[config.mk]
export PLATFORM = sky130hd
export DESIGN_NAME = rrs_device_flat
export DESIGN_NICKNAME = d
export VERILOG_FILES = /design/src/common/rrs_pkg.sv /design/src/common/rrs_link_if.sv /design/src/hdl/rrs_device.sv /design/src/flat_wrapper.sv
export SDC_FILE = /design/constraint.sdc
export NUM_CORES = 1
export LEC_CHECK = 0
export ABC_AREA = 1
export ABC_CLOCK_PERIOD_IN_PS = 4200
export BUFFER_PORTS_ARGS = -buffer_cell sky130_fd_sc_hd__buf_4
export CORE_UTILIZATION = 60
export CTS_BUF_LIST = sky130_fd_sc_hd__clkbuf_2 sky130_fd_sc_hd__clkbuf_4 sky130_fd_sc_hd__clkbuf_8
export CTS_CLUSTER_DIAMETER = 30
export CTS_CLUSTER_SIZE = 20
export DETAILED_ROUTE_END_ITERATION = 16
export MAX_ROUTING_LAYER = met4
export PLACE_DENSITY = 0.87
export SYNTH_ARGS = -nofsm -noshare
export SYNTH_HDL_FRONTEND = slang
export SYNTH_SLANG_ARGS = --single-unit
[constraint.sdc]
create_clock -name core_clk -period 4.2 [get_ports core_clk]
set_clock_uncertainty 0.1 [all_clocks]
set_input_delay 0.42 -clock core_clk [delete_from_list [all_inputs] [get_ports core_clk]]
set_output_delay 0.42 -clock core_clk [all_outputs]
set_load 0.05 [all_outputs]
[src/common/rrs_pkg.sv]
// Shared constants and types for the receive reset sequencer
package rrs_pkg;
    // Ordering select encodings
    localparam logic [1:0] ORDER_SEQUENTIAL = 2'h0;
    localparam logic [1:0] ORDER_SINGLE = 2'h3;
    // Mask and rate-select widths
    localparam int PHY_MASK_W = 7;
    localparam int CODING_MASK_W = 5;
    localparam int DPI_MASK_W = 2;
    localparam int RATE_W = 3;
    // Full-reset mask values
    localparam logic [6:0] PHY_MASK_ALL = 7'h7F;
    localparam logic [4:0] CODING_MASK_ALL = 5'h1F;
    localparam logic [1:0] DPI_MASK_ALL = 2'h3;
    // Coding-layer mask bit positions
    localparam int CODING_PRBS_BIT = 1;
    localparam int CODING_EBUF_BIT = 2;
    localparam int CODING_EYE_BIT = 3;
    // Single-mode coding masks
    localparam logic [4:0] CODING_MASK_EBUF = 5'h04;
    localparam logic [4:0] CODING_MASK_PRBS = 5'h02;
    localparam logic [4:0] CODING_MASK_EYE = 5'h08;
    // Hold time of one internal region reset, in cycles
    localparam logic [3:0] REGION_HOLD_CYCLES = 4'h4;
    // Settle wait before the host starts a run
    localparam int CLK_PERIOD_NS = 50;
    localparam int SETTLE_MIN_NS = 300;
    localparam int SETTLE_CYCLES =
        (SETTLE_MIN_NS + CLK_PERIOD_NS - 1) / CLK_PERIOD_NS;
    // Trigger pulse width in cycles (one reference period, rounded up)
    localparam logic [3:0] TRIGGER_CYCLES = 4'h2;
    // APB register offsets of the host controller
    localparam logic [7:0] REG_CTRL = 8'h00;
    localparam logic [7:0] REG_STATUS = 8'h04;
    localparam logic [7:0] REG_MASK = 8'h08;
    // Control register fields
    localparam int CTRL_GO_BIT = 0;
    localparam int CTRL_KIND_LSB = 1;
    // Host run kinds
    typedef enum logic [1:0] {
        RRS_KIND_FULL,
        RRS_KIND_EBUF,
        RRS_KIND_PRBS,
        RRS_KIND_EYE
    } rrs_kind_t;
    // Device sequencer states
    typedef enum logic [2:0] {
        RRS_D_IDLE,
        RRS_D_ARMED,
        RRS_D_PHY,
        RRS_D_DPI,
        RRS_D_CODING,
        RRS_D_SINGLE
    } rrs_dstate_t;
    // Host sequencer states
    typedef enum logic [2:0] {
        RRS_H_IDLE,
        RRS_H_SETTLE,
        RRS_H_TRIG,
        RRS_H_LOCKWAIT,
        RRS_H_DONEWAIT
    } rrs_hstate_t;
endpackage : rrs_pkg

[src/common/rrs_link_if.sv]
// Link between the receive reset sequencer and its controlling logic
interface rrs_link_if;
    logic [1:0] rx_reset_order_select;
    logic [6:0] rx_phy_region_mask;
    logic [4:0] rx_coding_region_mask;
    logic [1:0] dpi_reset_mask;
    logic rx_reset_trigger;
    logic dpi_reset_trigger;
    logic rx_user_ready;
    logic eye_scan_clear;
    logic oob_detector_clear;
    logic clock_recovery_clear;
    logic prbs_error_count_clear;
    logic coding_layer_direct_clear;
    logic rx_reset_complete;
    logic pll_locked;
    logic lock_osc_clear;
    logic lock_osc_clear_complete;
    logic power_good;

    modport device (
        input rx_reset_order_select, rx_phy_region_mask,
        input rx_coding_region_mask, dpi_reset_mask,
        input rx_reset_trigger, dpi_reset_trigger, rx_user_ready,
        input eye_scan_clear, oob_detector_clear, clock_recovery_clear,
        input prbs_error_count_clear, coding_layer_direct_clear,
        input lock_osc_clear,
        output rx_reset_complete, lock_osc_clear_complete
    );
    modport host (
        output rx_reset_order_select, rx_phy_region_mask,
        output rx_coding_region_mask, dpi_reset_mask,
        output rx_reset_trigger, dpi_reset_trigger, rx_user_ready,
        output eye_scan_clear, oob_detector_clear, clock_recovery_clear,
        output prbs_error_count_clear, coding_layer_direct_clear,
        output lock_osc_clear,
        input rx_reset_complete, lock_osc_clear_complete,
        input pll_locked, power_good
    );
endinterface : rrs_link_if

[src/hdl/rrs_device.sv]
// Receive reset sequencer: the transceiver's own reset state machine
//
// Design decisions made in the host, not here: the register offsets and the APB interface to the registers.
module rrs_device (
    // Clock and reset
    input wire logic core_clk,
    input wire logic rst_n,
    // Link to the controlling logic
    rrs_link_if.device link,
    // Transceiver-side status and options
    input wire logic [2:0] rx_line_rate_select,
    input wire logic buffer_clear_on_realign,
    input wire logic buffer_clear_on_bond_change,
    input wire logic comma_realign,
    input wire logic bond_master_select,
    input wire logic bond_slave_select,
    input wire logic [2:0] bond_level_select,
    // Internal region resets, visible to the user side
    output logic [6:0] phyRegionReset,
    output logic [1:0] dpiRegionReset,
    output logic [4:0] codingRegionReset,
    output logic clockRecoveryReset,
    output logic oobDetectorReset
);
    typedef struct packed {
        rrs_pkg::rrs_dstate_t state;
        logic [3:0] holdCount;
        logic [2:0] stepIndex;
        logic [6:0] phyMask;
        logic [4:0] codingMask;
        logic [1:0] dpiMask;
        logic trigPrev;
        logic [2:0] ratePrev;
        logic [4:0] bondPrev;
        logic rateRun;
        logic complete;
        logic oscComplete;
        logic [6:0] phyReset;
        logic [1:0] dpiReset;
        logic [4:0] codingReset;
        logic cdrReset;
        logic oobReset;
    } rrs_dev_t;

    rrs_dev_t cur;
    rrs_dev_t next_cur;

    ////////////////////////////////////////////////////////////////////
    // Next-state logic
    always_comb begin
        logic trigFall;
        logic rateChange;
        logic bondChange;
        logic holdDone;
        logic [4:0] bondNow;
        trigFall = 1'b0;
        rateChange = 1'b0;
        bondChange = 1'b0;
        holdDone = 1'b0;
        bondNow = {bond_master_select, bond_slave_select, bond_level_select};
        next_cur = cur;
        trigFall = cur.trigPrev && !link.rx_reset_trigger;
        rateChange = rx_line_rate_select != cur.ratePrev;
        bondChange = bondNow != cur.bondPrev;
        holdDone = cur.holdCount == 4'h0;
        next_cur.trigPrev = link.rx_reset_trigger;
        next_cur.ratePrev = rx_line_rate_select;
        next_cur.bondPrev = bondNow;
        if (!holdDone) begin
            next_cur.holdCount = cur.holdCount - 4'h1;
        end
        // Direct component clears, outside any triggered run
        next_cur.cdrReset = link.clock_recovery_clear;
        next_cur.oobReset = link.oob_detector_clear;
        next_cur.codingReset = 5'h00;
        next_cur.codingReset[rrs_pkg::CODING_EYE_BIT] =
            link.eye_scan_clear;
        next_cur.codingReset[rrs_pkg::CODING_PRBS_BIT] =
            link.prbs_error_count_clear;
        if (link.coding_layer_direct_clear) begin
            next_cur.codingReset = rrs_pkg::CODING_MASK_ALL;
        end
        // Automatic elastic buffer clears
        if ((buffer_clear_on_realign && comma_realign) ||
            (buffer_clear_on_bond_change && bondChange)) begin
            next_cur.codingReset[rrs_pkg::CODING_EBUF_BIT] = 1'b1;
        end
        // Oscillator reset-done follows its clear
        next_cur.oscComplete = !link.lock_osc_clear;
        next_cur.phyReset = 7'h00;
        next_cur.dpiReset = 2'h0;
        unique case (cur.state)
            rrs_pkg::RRS_D_IDLE: begin
                // A trigger or a change of rx_line_rate_select starts a run
                if (link.rx_reset_trigger) begin
                    next_cur.state = rrs_pkg::RRS_D_ARMED;
                    next_cur.complete = 1'b0;
                end else if (rateChange) begin
                    next_cur.rateRun = 1'b1;
                    next_cur.phyMask = rrs_pkg::PHY_MASK_ALL;
                    next_cur.dpiMask = rrs_pkg::DPI_MASK_ALL;
                    next_cur.codingMask = rrs_pkg::CODING_MASK_ALL;
                    next_cur.state = rrs_pkg::RRS_D_PHY;
                    next_cur.stepIndex = 3'h0;
                    next_cur.holdCount = rrs_pkg::REGION_HOLD_CYCLES;
                    next_cur.complete = 1'b0;
                end
            end
            rrs_pkg::RRS_D_ARMED: begin
                // Hold off until the trigger falls
                if (trigFall) begin
                    next_cur.phyMask = link.rx_phy_region_mask;
                    next_cur.codingMask = link.rx_coding_region_mask;
                    next_cur.dpiMask = link.dpi_reset_mask;
                    next_cur.holdCount = rrs_pkg::REGION_HOLD_CYCLES;
                    next_cur.stepIndex = 3'h0;
                    if (link.rx_reset_order_select ==
                        rrs_pkg::ORDER_SINGLE) begin
                        next_cur.state = rrs_pkg::RRS_D_SINGLE;
                    end else begin
                        next_cur.state = rrs_pkg::RRS_D_PHY;
                    end
                end
            end
            rrs_pkg::RRS_D_PHY: begin
                // One physical-layer region at a time
                next_cur.phyReset[cur.stepIndex] =
                    cur.phyMask[cur.stepIndex];
                if (holdDone || !cur.phyMask[cur.stepIndex]) begin
                    next_cur.holdCount = rrs_pkg::REGION_HOLD_CYCLES;
                    if (cur.stepIndex == 3'h6) begin
                        next_cur.stepIndex = 3'h0;
                        next_cur.state = rrs_pkg::RRS_D_DPI;
                    end else begin
                        next_cur.stepIndex = cur.stepIndex + 3'h1;
                    end
                end
            end
            rrs_pkg::RRS_D_DPI: begin
                next_cur.dpiReset = cur.dpiMask;
                if (holdDone || cur.dpiMask == 2'h0) begin
                    next_cur.holdCount = rrs_pkg::REGION_HOLD_CYCLES;
                    next_cur.state = rrs_pkg::RRS_D_CODING;
                end
            end
            rrs_pkg::RRS_D_CODING: begin
                next_cur.codingReset = cur.codingMask;
                // Coding region released only once user ready
                if ((holdDone && link.rx_user_ready) ||
                    cur.codingMask == 5'h00) begin
                    next_cur.state = rrs_pkg::RRS_D_IDLE;
                    next_cur.rateRun = 1'b0;
                    next_cur.complete = 1'b1;
                end
            end
            rrs_pkg::RRS_D_SINGLE: begin
                // All selected regions together
                next_cur.phyReset = cur.phyMask;
                next_cur.dpiReset = cur.dpiMask;
                next_cur.codingReset = cur.codingMask;
                if (holdDone && (link.rx_user_ready ||
                    cur.codingMask == 5'h00)) begin
                    next_cur.state = rrs_pkg::RRS_D_IDLE;
                    next_cur.complete = 1'b1;
                end
            end
            default: begin
                next_cur.state = rrs_pkg::RRS_D_IDLE;
            end
        endcase
    end

    ////////////////////////////////////////////////////////////////////
    // State register
    always_ff @(posedge core_clk) begin
        if (!rst_n) begin
            cur <= '0;
            cur.state <= rrs_pkg::RRS_D_IDLE;
            cur.ratePrev <= rx_line_rate_select;
        end else begin
            cur <= next_cur;
        end
    end

    ////////////////////////////////////////////////////////////////////
    // Outputs
    assign link.rx_reset_complete = cur.complete;
    assign link.lock_osc_clear_complete = cur.oscComplete;
    assign phyRegionReset = cur.phyReset;
    assign dpiRegionReset = cur.dpiReset;
    assign codingRegionReset = cur.codingReset;
    assign clockRecoveryReset = cur.cdrReset;
    assign oobDetectorReset = cur.oobReset;
endmodule : rrs_device

[src/flat_wrapper.sv]
// flat-port wrapper written by rule: the top's interface ports become plain ports
module rrs_device_flat 
  (core_clk, rst_n, rx_line_rate_select, buffer_clear_on_realign, buffer_clear_on_bond_change, comma_realign, bond_master_select, bond_slave_select, bond_level_select, phyRegionReset, dpiRegionReset, codingRegionReset, clockRecoveryReset, oobDetectorReset, link_rx_reset_order_select, link_rx_phy_region_mask, link_rx_coding_region_mask, link_dpi_reset_mask, link_rx_reset_trigger, link_dpi_reset_trigger, link_rx_user_ready, link_eye_scan_clear, link_oob_detector_clear, link_clock_recovery_clear, link_prbs_error_count_clear, link_coding_layer_direct_clear, link_lock_osc_clear, link_rx_reset_complete, link_lock_osc_clear_complete);
  rrs_link_if link_i ();
  input wire logic core_clk;
  input wire logic rst_n;
  input wire logic [2:0] rx_line_rate_select;
  input wire logic buffer_clear_on_realign;
  input wire logic buffer_clear_on_bond_change;
  input wire logic comma_realign;
  input wire logic bond_master_select;
  input wire logic bond_slave_select;
  input wire logic [2:0] bond_level_select;
  output logic [6:0] phyRegionReset;
  output logic [1:0] dpiRegionReset;
  output logic [4:0] codingRegionReset;
  output logic clockRecoveryReset;
  output logic oobDetectorReset;
  input wire logic [$bits(link_i.rx_reset_order_select)-1:0] link_rx_reset_order_select;
  input wire logic [$bits(link_i.rx_phy_region_mask)-1:0] link_rx_phy_region_mask;
  input wire logic [$bits(link_i.rx_coding_region_mask)-1:0] link_rx_coding_region_mask;
  input wire logic [$bits(link_i.dpi_reset_mask)-1:0] link_dpi_reset_mask;
  input wire logic [$bits(link_i.rx_reset_trigger)-1:0] link_rx_reset_trigger;
  input wire logic [$bits(link_i.dpi_reset_trigger)-1:0] link_dpi_reset_trigger;
  input wire logic [$bits(link_i.rx_user_ready)-1:0] link_rx_user_ready;
  input wire logic [$bits(link_i.eye_scan_clear)-1:0] link_eye_scan_clear;
  input wire logic [$bits(link_i.oob_detector_clear)-1:0] link_oob_detector_clear;
  input wire logic [$bits(link_i.clock_recovery_clear)-1:0] link_clock_recovery_clear;
  input wire logic [$bits(link_i.prbs_error_count_clear)-1:0] link_prbs_error_count_clear;
  input wire logic [$bits(link_i.coding_layer_direct_clear)-1:0] link_coding_layer_direct_clear;
  input wire logic [$bits(link_i.lock_osc_clear)-1:0] link_lock_osc_clear;
  output wire logic [$bits(link_i.rx_reset_complete)-1:0] link_rx_reset_complete;
  output wire logic [$bits(link_i.lock_osc_clear_complete)-1:0] link_lock_osc_clear_complete;
  assign link_i.rx_reset_order_select = link_rx_reset_order_select;
  assign link_i.rx_phy_region_mask = link_rx_phy_region_mask;
  assign link_i.rx_coding_region_mask = link_rx_coding_region_mask;
  assign link_i.dpi_reset_mask = link_dpi_reset_mask;
  assign link_i.rx_reset_trigger = link_rx_reset_trigger;
  assign link_i.dpi_reset_trigger = link_dpi_reset_trigger;
  assign link_i.rx_user_ready = link_rx_user_ready;
  assign link_i.eye_scan_clear = link_eye_scan_clear;
  assign link_i.oob_detector_clear = link_oob_detector_clear;
  assign link_i.clock_recovery_clear = link_clock_recovery_clear;
  assign link_i.prbs_error_count_clear = link_prbs_error_count_clear;
  assign link_i.coding_layer_direct_clear = link_coding_layer_direct_clear;
  assign link_i.lock_osc_clear = link_lock_osc_clear;
  assign link_rx_reset_complete = link_i.rx_reset_complete;
  assign link_lock_osc_clear_complete = link_i.lock_osc_clear_complete;
  rrs_device u_core (.core_clk(core_clk), .rst_n(rst_n), .link(link_i), .rx_line_rate_select(rx_line_rate_select), .buffer_clear_on_realign(buffer_clear_on_realign), .buffer_clear_on_bond_change(buffer_clear_on_bond_change), .comma_realign(comma_realign), .bond_master_select(bond_master_select), .bond_slave_select(bond_slave_select), .bond_level_select(bond_level_select), .phyRegionReset(phyRegionReset), .dpiRegionReset(dpiRegionReset), .codingRegionReset(codingRegionReset), .clockRecoveryReset(clockRecoveryReset), .oobDetectorReset(oobDetectorReset));
endmodule
==> impl_metrics.csv <==
group,metric,value,unit
clock_network,cts_post_setup_buffers_inserted,0,
clock_network,postCtsHoldBufs,0,
final_layout,diodes,0,
die,pin_count,56,
synth,synthDistinctLibCells,28,
placement,place_ws,2.28,ns
final_layout,final_common_cell,"sky130_fd_sc_hd__nand2_1",
clock_network,max-clock-path-buffers,2,
synth,dominant_cells_by_area_after_synthesis,"sky130_fd_sc_hd__dfxtp_1 (41%), sky130_fd_sc_hd__nand2_1 (14%), sky130_fd_sc_hd__nor2_1 (9.5%), sky130_fd_sc_hd__inv_1 (6.9%), sky130_fd_sc_hd__nand3_1 (4.8%)",
timing,worst_slew_pin_slew,0.521,ns
worst_setup_path,critical_path.n_buffers_inverters,4,
final_layout,layout.cells.non_filler,463,
placement,placed_cells_incl_taps,455,
timing,min_period_over_period,46.9,%
worst_setup_path,critical-path-slowest-cell,"sky130_fd_sc_hd__dfxtp_1",
die,dieHeight,66.8,um
global_routing,first_global_vias,2111,
pwr,max-vdd-ir-drop,351,uV
pwr,cellLeakagePower,0.00153,uW
worst_setup_path,worstPathRequired,4.30,ns
synth,mappedNetlistArea,2520,um2
final_layout,drive_gt1_share,17.4,%
detailed_routing,drc_errors,0,
synth,synth_compound_gate_area_share,10.4,%
placement,io_buffers,54,
die,floorplan.core_area,4030,um2
synth,share_of_synthesized_cell_area_in_full_adder_half_adder_and_majority_cells,0.497,%
synth,synth_top_area_share,40.5,%
clock_network,root_buffer,"sky130_fd_sc_hd__clkbuf_8",
placement,placement.cell_area,2820,um2
die,start_util,62.5,%
detailed_routing,detail_route.wirelength.met1,2390,um
worst_setup_path,timing.critical_path.from_type,"register",
timing,setup-tns-final,0,ns
clock_network,cts_inserted_buffers,5,
timing,final_hold_viol_count,0,
worst_setup_path,crit_family,"simple AND/OR/NAND/NOR gates",
synth,yosys.area_share.xor_xnor,2.78,%
synth,number_of_register_bits_inferred_by_synthesis,51,
timing,maxSlewViolCount,0,
min_path,min-delay-path-class,"in -> reg",
detailed_routing,dr.first_iter.drc_count,101,
timing,worst_hold_slack,0.128,ns
clock_network,cts_tree,"built",
timing,rsz0062_at_grt,"false",
timing,setup-violations-final,0,
min_path,worstHoldEndpoint,"u_core.cur[24]",
detailed_routing,vias,2348,
global_routing,grt_overflow_total,0,
placement,dpl.hpwl,3850,um
synth,muxShareOfSynthArea,0,%
flow_run,max_cap_viol_count,0,
worst_setup_path,timing.critical_path.fanout_max,15,
pwr,power_density,625,nW/um2
synth,synth-warning-count,0,
detailed_routing,routed-wl-met2,2570,um
global_routing,overall_track_demand_over_capacity_in_global_routing,27.0,%
synth,synth_cells,375,
global_routing,grt_max_degree,34,
detailed_routing,detail-route-antenna-nets,0,
timing,maximum_operating_frequency,508,MHz
min_path,hold-path-cell-count,1,
clock_network,ctsResizeCount,0,
worst_setup_path,path_cells,"inv_2 > nand3_4 > inv_1 > nand2_2 > o21ai_1 > inv_1 > nand2_2 > a21oi_4 > inv_2 > nor2_1 > nor2_1",
run_status,status,"completed",
timing,maxSlewHeadroom,65.2,%
synth,synth_largest_area_cell,"sky130_fd_sc_hd__dfxtp_1",
final_layout,synthToLayoutAreaGrowth,17.1,%
worst_setup_path,worstPathArrival,2.07,ns
synth,post_synth.cell_area_avg,6.72,um2
detailed_routing,topRoutingLayerUsed,"met4",
final_layout,finalNetCount,451,
timing,fin_ws,2.23,ns
worst_setup_path,timing.rr.start,"u_core.cur[49]",
final_layout,postLayoutCellArea,2950,um2
global_routing,grt_antenna_before_repair,0,
final_layout,layout_common_cells,"sky130_fd_sc_hd__nand2_1 (94), sky130_fd_sc_hd__nor2_1 (64), sky130_fd_sc_hd__buf_4 (54), sky130_fd_sc_hd__dfxtp_1 (51), sky130_fd_sc_hd__inv_1 (46)",
worst_setup_path,setup.reg_to_reg.worst_slack,2.23,ns
clock_network,clkTransAtPathRegs,0.09,ns
min_path,hold_path_startpoint,"rx_line_rate_select[0]",
worst_setup_path,setup.worst_path.end_class,"register",
clock_network,maximum_level_of_the_cts_h_tree,2,
synth,combinational_family_with_the_most_area_after_synthesis,"simple AND/OR/NAND/NOR gates",
die,chipWidth,66.8,um
timing,finalWorstPathRequiredPeriod,1.97,ns
synth,post_synth_and_or_nand_nor_area_fraction,31.2,%
detailed_routing,avgViaCountPerCell,5.07,
detailed_routing,drtPass1Iterations,5,
synth,yosysSeqAreaShare,40.5,%
worst_setup_path,setup.worst_path.class,"reg -> reg",
detailed_routing,detailroute.wirelength.met3,329,um
placement,routabilityCongestion,0.935,
worst_setup_path,worst_path_largest_cell_delay,0.47,ns
die,core.rowCount,23,
global_routing,grt_pass1_wl,8900,um
clock_network,cts_num_sinks,51,
detailed_routing,post_drt_wl_per_cell,11.6,um
detailed_routing,postRouteWirelength,5360,um
worst_setup_path,worst-r2r-cell-count,11,
worst_setup_path,reg2reg_to,"u_core.cur[31]",
synth,syn-num-nets,414,
clock_network,worstSkewPairLatency,0.30,ns
die,die_outline_area,4460,um2
registers in the layout, summed over array words and instances (netlist names):
name / cells
u_core.dpiRegionReset: 2
u_core.codingRegionReset: 5
u_core.clockRecoveryReset: 1
u_core.cur: 33
u_core.oobDetectorReset: 1
u_core.link.lock_osc_clear_complete: 1
u_core.phyRegionReset: 7
u_core.link.rx_reset_complete: 1
Yosys cell counts, drive strengths merged:
| master | number |
|---|---|
| buf | 18 |
| ha | 1 |
| dlymetal6s2s | 1 |
| a21oi | 19 |
| o221a | 1 |
| nor4 | 1 |
| clkbuf | 5 |
| a211oi | 3 |
| nor3 | 1 |
| nor2 | 64 |
| inv | 50 |
| nand4 | 4 |
| nand3 | 25 |
| o31ai | 1 |
| xor2 | 3 |
| o21ai | 23 |
| dfxtp | 51 |
| clkinv | 2 |
| nand2 | 97 |
| xnor2 | 5 |
cells by family after synthesis:
group                      after synthesis
adders and majority gates                1
buffers and inverters                   76
DFF                                     51
AOI/OAI and AO/OA                       47
xor gates and xnor gates                 8
and+or+nand+nor                        192
cell type report:
class	count	area, um2
multi-input combinational	248	1130
fill	333	1080
sequential	51	1020
timing repair buffer	54	405
inverter	52	195
clock buffer	6	76.3
tap	50	62.6
clock inverter	2	60.1
worst max-delay path by stage:
stage / cells after the start / slack, ns / from / to
after floorplan: 11 / 2.61 / u_core.cur[45] / u_core.cur[49]
after global placement: 11 / 2.35 / u_core.cur[49] / u_core.cur[38]
after detailed placement: 9 / 2.28 / link_rx_reset_trigger / u_core.cur[30]
after CTS: 11 / 2.26 / u_core.cur[49] / u_core.cur[30]
after global routing: 11 / 2.05 / u_core.cur[49] / u_core.cur[36]
final: 11 / 2.23 / u_core.cur[49] / u_core.cur[31]
routing by layer:
metal,vias to the layer above,GRT usage (%)
met2,79,46.3
met4,0,7.71
met3,7,5.31
li1,1221,-
met5,-,-
met1,1041,31.9
per-stage QoR:
stage	util [%]	total power, uW
after global placement	69.9	1410
after CTS	73.3	1840
after floorplan	-	1290
after detailed placement	69.9	1430
after global routing	73.3	1980
final	73.3	1850
report_power, final:
group	switching [uW]	internal [uW]	leakage, uW
Clock	157	244	0.0000688
Sequential	88.6	602	0.000421
Combinational	506	247	0.00104
(Power assumes the default switching activity.)
